## src/rtl/wdg_defines.svh

```systemverilog
// Register numbers, field positions, codes and timing constants of the process-data watchdog
`ifndef WDG_DEFINES_SVH
`define WDG_DEFINES_SVH

// Register numbers as seen by the remote client
`define WDG_REG_TMO 16'h07d0
`define WDG_REG_MODE 16'h07d2
`define WDG_REG_REASON 16'h07d4
`define WDG_REG_CMD 16'h07d6
`define WDG_REG_STATUS 16'h1f3c
`define WDG_REG_PD_OUT 16'h2328

// Reset values
`define WDG_TMO_RST 16'h0000
`define WDG_MODE_RST 2'h0
`define WDG_REASON_RST 16'h0000
`define WDG_PD_RST 16'h0000

// Legal nonzero timeout window in ms
`define WDG_TMO_MIN_MS 16'h00c8
`define WDG_TMO_MAX_MS 16'hfde8

// Highest legal fault response code
`define WDG_MODE_MAX 16'h0002

// Failure reason codes
`define WDG_RSN_LINK 16'h0007
`define WDG_RSN_HOST 16'h0008
`define WDG_RSN_USER 16'h0009
`define WDG_RSN_ABORT 16'h000a
`define WDG_RSN_INIT 16'h000b
`define WDG_RSN_WDOG 16'h000c
`define WDG_RSN_CONN 16'h000d

// Command bit positions
`define WDG_CMD_SET_BIT 4
`define WDG_CMD_ACK_BIT 5
`define WDG_CMD_CLRW_BIT 7

// Status bit positions
`define WDG_STAT_ERR_BIT 0
`define WDG_STAT_FAIL_BIT 1

// Timing: one millisecond at the 125 MHz reference clock
`define WDG_CLK_PERIOD_NS 8
`define WDG_MS_NS 1000000
`define WDG_MS_CYCLES (`WDG_MS_NS / `WDG_CLK_PERIOD_NS)
`define WDG_TICK_W 17

`endif

```

## src/rtl/wdg_pkg.sv

```systemverilog
// Types shared by the process-data watchdog modules
package wdg_pkg;

	typedef enum logic [3:0] {
		WD_OFF = 4'b0001,
		WD_WAIT = 4'b0010,
		WD_RUN = 4'b0100,
		WD_FAIL = 4'b1000
	} wd_state_t;

	typedef enum logic [1:0] {
		FM_LOW = 2'h0,
		FM_HIGH = 2'h1,
		FM_HOLD = 2'h2
	} fault_mode_t;

	typedef struct packed {
		wd_state_t state;
		logic [15:0] tmo;
		fault_mode_t mode;
		logic [15:0] reason;
		logic [15:0] pd;
		logic [15:0] dout;
		logic [15:0] ms_cnt;
		logic net_fail;
		logic io_warn;
		logic error;
		logic [15:0] rdata;
		logic ack;
		logic exc;
	} wdg_state_t;

	typedef struct packed {
		logic [16:0] cnt;
		logic tick;
	} tick_state_t;

endpackage

```

## src/rtl/ms_tick.sv

```systemverilog
// Millisecond tick generator for the watchdog count
`timescale 1ns/1ps
`default_nettype none
`include "wdg_defines.svh"

module ms_tick #(
	parameter int unsigned CYCLES = `WDG_MS_CYCLES
) (
	input wire logic ref_clk,
	input wire logic rstn,
	input wire logic ce,
	input wire logic restart,
	output logic tick_q
);
	wdg_pkg::tick_state_t s_q;
	wdg_pkg::tick_state_t s_d;

	// Prescaler; restart realigns the millisecond grid to the trigger
	always_comb begin
		s_d = s_q;
		s_d.tick = 1'b0;
		if (restart) begin
			s_d.cnt = '0;
		end else if (s_q.cnt == `WDG_TICK_W'(CYCLES - 1)) begin
			s_d.cnt = '0;
			s_d.tick = 1'b1;
		end else begin
			s_d.cnt = s_q.cnt + `WDG_TICK_W'(1);
		end
	end

	// State register, frozen while the clock enable is low
	always_ff @(posedge ref_clk) begin
		if (!rstn) begin
			s_q <= '0;
		end else if (ce) begin
			s_q <= s_d;
		end
	end

	assign tick_q = s_q.tick;

endmodule // ms_tick
`default_nettype wire

```

## src/rtl/process_data_watchdog_regs.sv

```systemverilog
// Output process-data watchdog with its fault response, reason, command and status registers
// Summary of operation
// - Nonzero timeout must be 200 to 65000 ms; other nonzero values are refused.
// - Timeout zero keeps the watchdog off; it never declares an expiry.
// - On net failure outputs go all low, all high, or hold, per mode.
// - Fault response mode is writable by the client and by management.
// - The reason for the latest net failure is readable in its register.
// - Reason codes: 0c expiry, 0d connection, 09 user, 07 link, 08 host, 0a, 0b.
// - Command writes carry exactly one bit; several bits raise an exception.
// - The command register is write-only; reading it raises an exception.
// - Command 0010 forces failure, 0020 acknowledges it, 0080 clears I/O warning.
// - Status bit 0 is set while any error, diagnostic bit included, exists.
// - Status bit 1 is set while net failure and substitute outputs are active.
// - First output write starts the count; each further write restarts it.
// - Reads never touch the watchdog count.
// - Expiry applies substitute outputs and sets the net failure bit.
// - In automatic mode the next output write clears failure and restarts.
`timescale 1ns/1ps
`default_nettype none
`include "wdg_defines.svh"

module process_data_watchdog_regs #(
	parameter int unsigned MS_CYCLES = `WDG_MS_CYCLES
) (
	input wire logic ref_clk,
	input wire logic rstn,
	input wire logic ce,
	input wire logic reg_wr,
	input wire logic reg_rd,
	input wire logic [15:0] reg_addr,
	input wire logic [15:0] reg_wdata,
	output logic [15:0] reg_rdata_q,
	output logic reg_ack_q,
	output logic reg_exc_q,
	input wire logic mgmt_mode_wr,
	input wire logic [1:0] mgmt_mode,
	input wire logic mgmt_ack,
	input wire logic ack_auto,
	input wire logic [15:0] diag_bits,
	input wire logic io_warn_evt,
	input wire logic conn_tmo_evt,
	input wire logic internal_link_tmo_evt,
	input wire logic host_tmo_evt,
	input wire logic conn_abort_evt,
	input wire logic init_err_evt,
	output logic [15:0] dout_q,
	output logic net_fail_q,
	output logic error_q,
	output logic io_warn_q
);
	wdg_pkg::wdg_state_t s_q;
	wdg_pkg::wdg_state_t s_d;
	logic tick;
	logic wr_pd;
	logic cmd_ok;
	logic tmo_bad;
	logic wd_exp;
	logic fail_clr;
	logic fail_set;
	logic [15:0] set_code;

	// Request decode; a write wins over a read in the same cycle
	assign wr_pd = ce && reg_wr && reg_addr == `WDG_REG_PD_OUT;
	assign cmd_ok = reg_wr && reg_addr == `WDG_REG_CMD && $onehot(reg_wdata);
	assign tmo_bad = reg_wdata != 16'h0000 && (reg_wdata < `WDG_TMO_MIN_MS || reg_wdata > `WDG_TMO_MAX_MS);

	// Prescaler restarts with each trigger so the first period is a full one
	ms_tick #(
		.CYCLES(MS_CYCLES)
	) u_tick (
		.ref_clk(ref_clk),
		.rstn(rstn),
		.ce(ce),
		.restart(wr_pd),
		.tick_q(tick)
	);

	// Next-state logic: register access, watchdog, failure latch, outputs
	always_comb begin
		s_d = s_q;
		wd_exp = 1'b0;
		fail_clr = 1'b0;
		fail_set = 1'b0;
		set_code = `WDG_REASON_RST;
		s_d.ack = 1'b0;
		s_d.exc = 1'b0;
		if (reg_wr || reg_rd) begin
			s_d.ack = 1'b1;
			s_d.rdata = 16'h0000;
			case (reg_addr)
				`WDG_REG_TMO: begin
					if (!reg_wr) begin
						s_d.rdata = s_q.tmo;
					end else if (tmo_bad) begin
						s_d.exc = 1'b1;
					end else begin
						s_d.tmo = reg_wdata;
					end
				end
				`WDG_REG_MODE: begin
					if (!reg_wr) begin
						s_d.rdata = {14'h0000, s_q.mode};
					end else if (reg_wdata > `WDG_MODE_MAX) begin
						s_d.exc = 1'b1;
					end else begin
						s_d.mode = wdg_pkg::fault_mode_t'(reg_wdata[1:0]);
					end
				end
				`WDG_REG_REASON: begin
					s_d.exc = reg_wr;
					s_d.rdata = reg_wr ? 16'h0000 : s_q.reason;
				end
				`WDG_REG_CMD: begin
					s_d.exc = !cmd_ok;
				end
				`WDG_REG_STATUS: begin
					s_d.exc = reg_wr;
					if (!reg_wr) begin
						s_d.rdata[`WDG_STAT_ERR_BIT] = s_q.error;
						s_d.rdata[`WDG_STAT_FAIL_BIT] = s_q.net_fail;
					end
				end
				`WDG_REG_PD_OUT: begin
					if (reg_wr) begin
						s_d.pd = reg_wdata;
					end else begin
						s_d.rdata = s_q.pd;
					end
				end
				default: begin
					s_d.exc = 1'b1;
				end
			endcase
		end
		// Management path is checked the same way; it lands after the client write
		if (mgmt_mode_wr && {14'h0000, mgmt_mode} <= `WDG_MODE_MAX) begin
			s_d.mode = wdg_pkg::fault_mode_t'(mgmt_mode);
		end

		// Watchdog sequencing; reads reach none of this
		case (s_q.state)
			wdg_pkg::WD_OFF: begin
				if (s_d.tmo != 16'h0000) begin
					s_d.state = wdg_pkg::WD_WAIT;
				end
			end
			wdg_pkg::WD_WAIT: begin
				if (s_d.tmo == 16'h0000) begin
					s_d.state = wdg_pkg::WD_OFF;
				end else if (wr_pd) begin
					s_d.state = wdg_pkg::WD_RUN;
					s_d.ms_cnt = 16'h0000;
				end
			end
			wdg_pkg::WD_RUN: begin
				if (s_d.tmo == 16'h0000) begin
					s_d.state = wdg_pkg::WD_OFF;
				end else if (wr_pd) begin
					s_d.ms_cnt = 16'h0000;
				end else if (tick) begin
					if ({1'b0, s_q.ms_cnt} + 17'h00001 >= {1'b0, s_d.tmo}) begin
						wd_exp = 1'b1;
					end else begin
						s_d.ms_cnt = s_q.ms_cnt + 16'h0001;
					end
				end
			end
			wdg_pkg::WD_FAIL: begin
				fail_clr = mgmt_ack || (cmd_ok && reg_wdata[`WDG_CMD_ACK_BIT]) || (ack_auto && wr_pd);
			end
			default: begin
				s_d.state = wdg_pkg::WD_OFF;
			end
		endcase
		if (fail_clr) begin
			s_d.state = s_d.tmo != 16'h0000 ? wdg_pkg::WD_RUN : wdg_pkg::WD_OFF;
			s_d.ms_cnt = 16'h0000;
		end

		// Failure causes in fixed priority; a set in the clearing cycle wins
		fail_set = 1'b1;
		if (cmd_ok && reg_wdata[`WDG_CMD_SET_BIT]) begin
			set_code = `WDG_RSN_USER;
		end else if (wd_exp) begin
			set_code = `WDG_RSN_WDOG;
		end else if (conn_tmo_evt) begin
			set_code = `WDG_RSN_CONN;
		end else if (internal_link_tmo_evt) begin
			set_code = `WDG_RSN_LINK;
		end else if (host_tmo_evt) begin
			set_code = `WDG_RSN_HOST;
		end else if (conn_abort_evt) begin
			set_code = `WDG_RSN_ABORT;
		end else if (init_err_evt) begin
			set_code = `WDG_RSN_INIT;
		end else begin
			fail_set = 1'b0;
		end
		if (fail_set) begin
			s_d.state = wdg_pkg::WD_FAIL;
			s_d.reason = set_code;
			s_d.ms_cnt = 16'h0000;
		end
		s_d.net_fail = s_d.state == wdg_pkg::WD_FAIL;

		// Latched I/O warning; a new warning beats the clear
		if (cmd_ok && reg_wdata[`WDG_CMD_CLRW_BIT]) begin
			s_d.io_warn = 1'b0;
		end
		if (io_warn_evt) begin
			s_d.io_warn = 1'b1;
		end
		s_d.error = (|diag_bits) || s_d.io_warn || s_d.net_fail;

		// Substitute values while failed; hold keeps what was last applied
		if (s_d.net_fail) begin
			case (s_d.mode)
				wdg_pkg::FM_LOW: s_d.dout = 16'h0000;
				wdg_pkg::FM_HIGH: s_d.dout = 16'hffff;
				wdg_pkg::FM_HOLD: s_d.dout = s_q.dout;
				default: s_d.dout = 16'h0000;
			endcase
		end else begin
			s_d.dout = s_d.pd;
		end
	end

	// State register; clock enable freezes everything
	always_ff @(posedge ref_clk) begin
		if (!rstn) begin
			s_q <= '0;
			s_q.state <= wdg_pkg::WD_OFF;
			s_q.tmo <= `WDG_TMO_RST;
			s_q.mode <= wdg_pkg::fault_mode_t'(`WDG_MODE_RST);
			s_q.reason <= `WDG_REASON_RST;
			s_q.pd <= `WDG_PD_RST;
		end else if (ce) begin
			s_q <= s_d;
		end
	end

	assign reg_rdata_q = s_q.rdata;
	assign reg_ack_q = s_q.ack;
	assign reg_exc_q = s_q.exc;
	assign dout_q = s_q.dout;
	assign net_fail_q = s_q.net_fail;
	assign error_q = s_q.error;
	assign io_warn_q = s_q.io_warn;
endmodule // process_data_watchdog_regs
`default_nettype wire

```

## config.mk

```make
export PLATFORM = sky130hd
export DESIGN_NAME = process_data_watchdog_regs
export DESIGN_NICKNAME = d
export VERILOG_FILES = /design/src/rtl/wdg_pkg.sv /design/src/rtl/ms_tick.sv /design/src/rtl/process_data_watchdog_regs.sv
export VERILOG_INCLUDE_DIRS = /design/src /design/src/rtl
export SDC_FILE = /design/constraint.sdc
export NUM_CORES = 1
export LEC_CHECK = 0
export BUFFER_PORTS_ARGS = -buffer_cell sky130_fd_sc_hd__buf_2
export CAP_MARGIN = 20
export CORE_MARGIN = 8
export CORE_UTILIZATION = 58
export CTS_CLUSTER_DIAMETER = 60
export DETAILED_ROUTE_END_ITERATION = 8
export PLACE_DENSITY_LB_ADDON = 0.12
export SYNTH_ARGS = -nofsm -noshare
export SYNTH_HDL_FRONTEND = slang
export SYNTH_HIERARCHICAL = 1
export SYNTH_SLANG_ARGS = --single-unit
```

## constraint.sdc

```tcl
create_clock -name ref_clk -period 7.8 [get_ports ref_clk]
set_clock_uncertainty 0.05 [all_clocks]
set_input_delay 1.56 -clock ref_clk [delete_from_list [all_inputs] [get_ports ref_clk]]
set_output_delay 1.56 -clock ref_clk [all_outputs]
set_load 0.05 [all_outputs]
```

==> metrics.txt, run 1 <==
first-pass GRT wire length 34,200 um; Syn-to-layout area delta 12.5%; antenna cells 0; TritonCTS Buffers 17; Max Cap Viol 0; WL met1 8880 um; final WL 20,700 um; synthesized instance count 875; PortBufs 100; num rows 40; GRT Total Usage 0.261; max incr delay on CP 0.65 ns; Internal Power 1150 uW; asr flop ratio synth 0; GPL Wtd Cong 0.969; EDFF count, synth 0; Post-Route Utilization 0.672; Syn Nets 973; Synth Register Bits 113; Starting Density 0.597; WL met2 9490 um; critical path class in2reg; DRC viols 0; Iter 0 DRT Violations 704; IO Count 101; largest net degree at the start of global routing 58; Psw 465 uW; fin nets 1,024; FF+latch area 2260 um^2; Logic pwr share 0.140; unrepaired setup endpoints after global routing no; Core ar. 12,100 um^2; total gr overflow 0; Seq pwr share 0.370; fin crit period 6.81 ns; Die Width 127 um; Peak Freq 0.147 GHz; layout cells sized above 1 0.203; Yosys top cell area share 0.314; most common cell after layout, fill and taps aside dfxtp_1; Mean Syn Cell Area 8.24 um^2; period utilisation layout 0.873; Setup TNS 0 ns; Skew-Pair Late Insertion Delay 0.43 ns; CTS Hold Bufs 0; vias per cell 6.29; multiplexer share of the synthesized area 0.0373; Simple-Gate Fraction of Synth Area 0.254; Worst-path clk slew 0.06 ns; Sinks on Clock Net 113; Distinct cells, synth 88; Synth Area in XOR/XNOR 0.0219; Synth Cell Area 7210 um^2; vias 6,959; met3 routed WL 1550 um; pin slew with the least headroom to its limit 0.959 ns; clk root buf clkbuf_16; switch share 0.288; Leak 0.00335 uW; max-slew violation count 0; TritonCTS clock tree yes; Clock power frac 0.490; post-synthesis sequential area ratio 0.314; overall power 1620 uW; H-tree depth 4; CP Cell Sequence buf_2 -> fa_1 -> inv_1 -> fa_1 -> inv_1 -> fa_1 -> inv_1 -> fa_1 -> inv_1 -> ha_1 -> inv_1 -> fa_1 -> nor4bb_1 -> nand2_1 -> nor4_1 -> a21o_1 -> a21oi_1 -> a21boi_2 -> nand2_1 -> o221a_1; Compound-Gate Fraction of Synth Area 0.216; routed len/inst 18.7 um; final setup vio count 0; Ys Warns 6; first-pass iteration count of the detailed router 5; Critical Path AT 7.13 ns; Hold Path Class reg2reg; pwr dens 199 nW/um^2; peak supply drop 0.136 mV; Slowest-stage cell, CP nor4_1; filler instances 1,011; post-cts sizing count 0; status finished clean; die height 127 um; Final Hold Viols 0; Top Metal Used met4; Clock Tree Buf Depth 2; Adder-Cell Fraction of Synth Area 0.0695; top cell type by total area after synthesis dfxtp_1; remaining antenna violation count 0; Synth Flop Type dfxtp_1; crit path max fanout 17; crit end category register; multi-input logic area 4310 um^2; number of global-route vias before repair 6,957; commonest cells after routing, fill and taps aside dfxtp_1, nor2_1, buf_2, nand2_1, a21oi_1; Post-DP HPWL 15,200 um; type of origin of the critical path primary input; critical path required time 8.12 ns; max_slew headroom 0.359; initial antenna violation count 0; largest family of logic cells by synthesized area simple AND/OR/NAND/NOR gates; leading post-synthesis cells by cell area dfxtp_1, nor2_1, a21oi_1; die area 16,200 um^2; setup bufs post-CTS 0
==> path summary, 6_finish.rpt <==
kind / startpoint / slack (ns) / cells after the start / to
max: reg_wdata[11] / 0.99 / 20 / dout_q[8]
min: s_q[59] / 0.42 / 2 / s_q[59]
max reg2reg: s_q[23] / 3.43 / 13 / s_q[21]
min reg2reg: s_q[59] / 0.42 / 2 / s_q[59]
==> power groups by stage <==
| stage | Sequential [uW] | Clock, uW | Combinational (uW) |
|---|---|---|---|
| 3_5_place_dp | 611 | 0 | 222 |
| 5_1_grt | 599 | 823 | 248 |
| 6_report | 598 | 792 | 227 |
| 3_3_place_gp | 610 | 0 | 214 |
| 2_1_floorplan | 615 | 0 | 160 |
| 4_1_cts | 598 | 797 | 225 |
==> stage by stage <==
stage	std cells	worst slack, ns	instance area (um^2)	hold WS (ns)
3_3_place_gp	1074	0.931	7480	0.402
2_1_floorplan	875	1.50	7210	0.391
5_1_grt	1107	0.759	8110	0.443
6_report	1107	0.992	8110	0.417
4_1_cts	1106	1.06	8080	0.416
3_5_place_dp	1074	0.698	7480	0.408
==> registers in the layout, indices dropped and copies added (netlist names) <==
signal	cells
s_q	58
u_tick/s_q	17
dout_q	16
reg_rdata_q	16
error_q	1
io_warn_q	1
net_fail_q	1
reg_ack_q	1
reg_exc_q	1
u_tick/tick_q	1
==> worst max-delay path: cells and delay by family <==
| family | cells | cell delay [ns] |
|---|---|---|
| AND/OR/NAND/NOR | 4 | 1.63 |
| adder cells (fa/ha/maj) | 6 | 2.58 |
| buffers and inverters | 6 | 0.45 |
| AO/OA/AOI/OAI | 4 | 0.90 |
==> logic make-up (layout without fill, tap and decap cells) <==
family | after synthesis | count (layout)
and+or+nand+nor | 354 | 354
AOI/OAI and AO/OA | 211 | 211
buffers and inverters | 119 | 183
DFF | 113 | 113
adders and majority gates | 34 | 34
muxes | 26 | 26
xor gates and xnor gates | 18 | 18
==> cell usage after synthesis, types with 10 or more instances <==
master      n
nand2_1    86
nor3_1     21
xnor2_1    13
inv_1      47
buf_4      34
a22oi_1    16
and3_1     12
fa_1       10
dfxtp_1   113
nand3_1    31
nor2b_1    11
nor4_1     16
nand4_1    22
nor2_1    105
mux2i_1    19
o21ai_0    30
ha_1       24
clkbuf_1   24
a21oi_1    78
==> area by class of cell <==
type / count / area share
clock buffers: 17 / 0.0525
multi-input cells: 643 / 0.532
flip-flops and latches: 113 / 0.279
repair buffers: 104 / 0.0679
well taps: 168 / 0.0259
inverters: 47 / 0.0218
clock inverters: 15 / 0.0211
==> metal layers <==
layer / GRT usage / vias up
li1: - / 3259
met1: 0.320 / 3273
met2: 0.418 / 364
met3: 0.0628 / 63
met4: 0.138 / 0
met5: 0 / -
(Power assumes the default switching activity.)
==> run 2: changes to the inputs <==
--- a/config.mk
+++ b/config.mk
@@ -8,7 +8,7 @@
 export LEC_CHECK = 0
 export BUFFER_PORTS_ARGS = -buffer_cell sky130_fd_sc_hd__buf_2
 export CAP_MARGIN = 20
-export CORE_MARGIN = 8
+export CORE_ASPECT_RATIO = 0.5
 export CORE_UTILIZATION = 58
 export CTS_CLUSTER_DIAMETER = 60
 export DETAILED_ROUTE_END_ITERATION = 8
==> metrics.txt, run 2 (same netlist as run 1, synthesis figures left out) <==
filler instances 1,019; crit path max fanout 17; DRC viols 0; critical path's top delay family adder cells; layout cells sized above 1 0.203; max incr delay on CP 0.54 ns; type of origin of the critical path primary input; PortBufs 100; total gr overflow 0; Core ar. 11,900 um^2; CP Cell Sequence buf_2 -> fa_1 -> inv_1 -> fa_1 -> inv_1 -> fa_1 -> inv_1 -> fa_1 -> inv_1 -> ha_1 -> inv_1 -> fa_1 -> nor4bb_1 -> nand4_1 -> nor4_1 -> nor2_1 -> a21oi_1 -> a21boi_2 -> nand2_1 -> o221a_2; Max Cap Viol 0; final setup vio count 0; Syn-to-layout area delta 12.1%; critical path required time 8.07 ns; GPL Wtd Cong 0.977; vias per cell 6.20; TritonCTS Buffers 17; Skew-Pair Late Insertion Delay 0.42 ns; Peak Freq 0.150 GHz; Worst-path clk slew 0.06 ns; TritonCTS clock tree yes; num rows 28; initial antenna violation count 0; Top reg by flops s_q; fin crit period 6.65 ns; Critical Path AT 6.91 ns; setup bufs post-CTS 0; Cells after DPL 1,072; status finished clean; CTS Hold Bufs 0; unrepaired setup endpoints after global routing no; largest net degree at the start of global routing 58; worst path bufs/invs 6; PnR worst setup slack 1.15 ns; Slowest-stage cell, CP fa_1; period utilisation layout 0.852; Largest register FFs 58; Leak 0.00332 uW; Post-Layout Cell Count 1,104; antenna cells 0; Top Registers s_q x58, u_tick/s_q x17; most common cell after layout, fill and taps aside dfxtp_1; first-pass GRT wire length 31,800 um; critical path class in2reg; commonest cells after routing, fill and taps aside dfxtp_1, nor2_1, buf_2, nand2_1, a21oi_1; Clock Tree Buf Depth 2; vias 6,846; Setup TNS 0 ns; Iter 0 DRT Violations 774; die area 12,900 um^2; clk root buf clkbuf_16; crit end category register; max_slew headroom 0.281; Hold Path Class reg2reg; pwr dens 199 nW/um^2; Post-DP HPWL 14,300 um; routed len/inst 18.2 um; number of global-route vias before repair 6,246; Sinks on Clock Net 113; Post-Route Utilization 0.676; max-slew violation count 0; die height 80.8 um; GRT Total Usage 0.316; fin nets 1,024; Die Width 160 um; post-cts sizing count 0; Setup Slack @ Placement 0.821 ns; pin slew with the least headroom to its limit 1.07 ns; H-tree depth 4; first-pass iteration count of the detailed router 6; peak supply drop 0.134 mV; IO Count 101; final WL 20,100 um; Starting Density 0.603; remaining antenna violation count 0; Final Hold Viols 0
## run 2: cell count changes in the layout (fill, tap and decap cells not counted), sizes merged
cell	before	now
inv	55	50
clkbuf	17	18
clkinvlp	1	5
## run 2: tightest hold or removal path: cells and delay by family (launching register included)
family	cells	cell delay (ns)
flops	1	0.31
simple gates	1	0.06
compound gates	1	0.06
## run 2: metal layers
metal / track usage / share of wire / vias to the layer above / wire length (um)
met1: 0.428 / 0.45 / 3249 / 9040
met3: 0.0832 / 0.10 / 25 / 2010
met2: 0.498 / 0.44 / 311 / 8790
li1: - / - / 3261 / -
met5: 0 / 0 / - / 0
met4: 0.0904 / 0.011 / 0 / 219
## run 2: worst paths after layout
check              endpoint  cells after the start           from  slack, ns
setup reg to reg  dout_q[3]                     13        s_q[23]       3.37
hold / removal    reg_ack_q                      2      reg_ack_q       0.42
setup / recovery  dout_q[3]                     20  reg_wdata[11]       1.15
hold reg to reg   reg_ack_q                      2      reg_ack_q       0.42
## run 2: per-stage QoR
stage / hold WS (ns) / total power (uW) / area, um^2
after floorplan: 0.391 / 775 / 7210
after global placement: 0.401 / 828 / 7490
after CTS: 0.420 / 1610 / 8080
after global routing: 0.445 / 1660 / 8080
final: 0.419 / 1610 / 8080
after detailed placement: 0.410 / 833 / 7490
## run 2: power breakdown
part           internal (uW)  switching, uW  leakage, uW
logic                   81.1            145      0.00214
registers                590           9.81     0.000917
clock network            474            307     0.000270
total                   1140            462      0.00332
## run 2: layout make-up
type | count | area (um^2) | share of cell area
Clock buffer | 18 | 429 | 0.0531
Sequential cell | 113 | 2260 | 0.280
Tap cell | 165 | 206 | 0.0256
Multi-Input combinational cell | 643 | 4320 | 0.534
Timing Repair Buffer | 104 | 531 | 0.0657
Clock inverter | 14 | 155 | 0.0192
Inverter | 47 | 176 | 0.0218
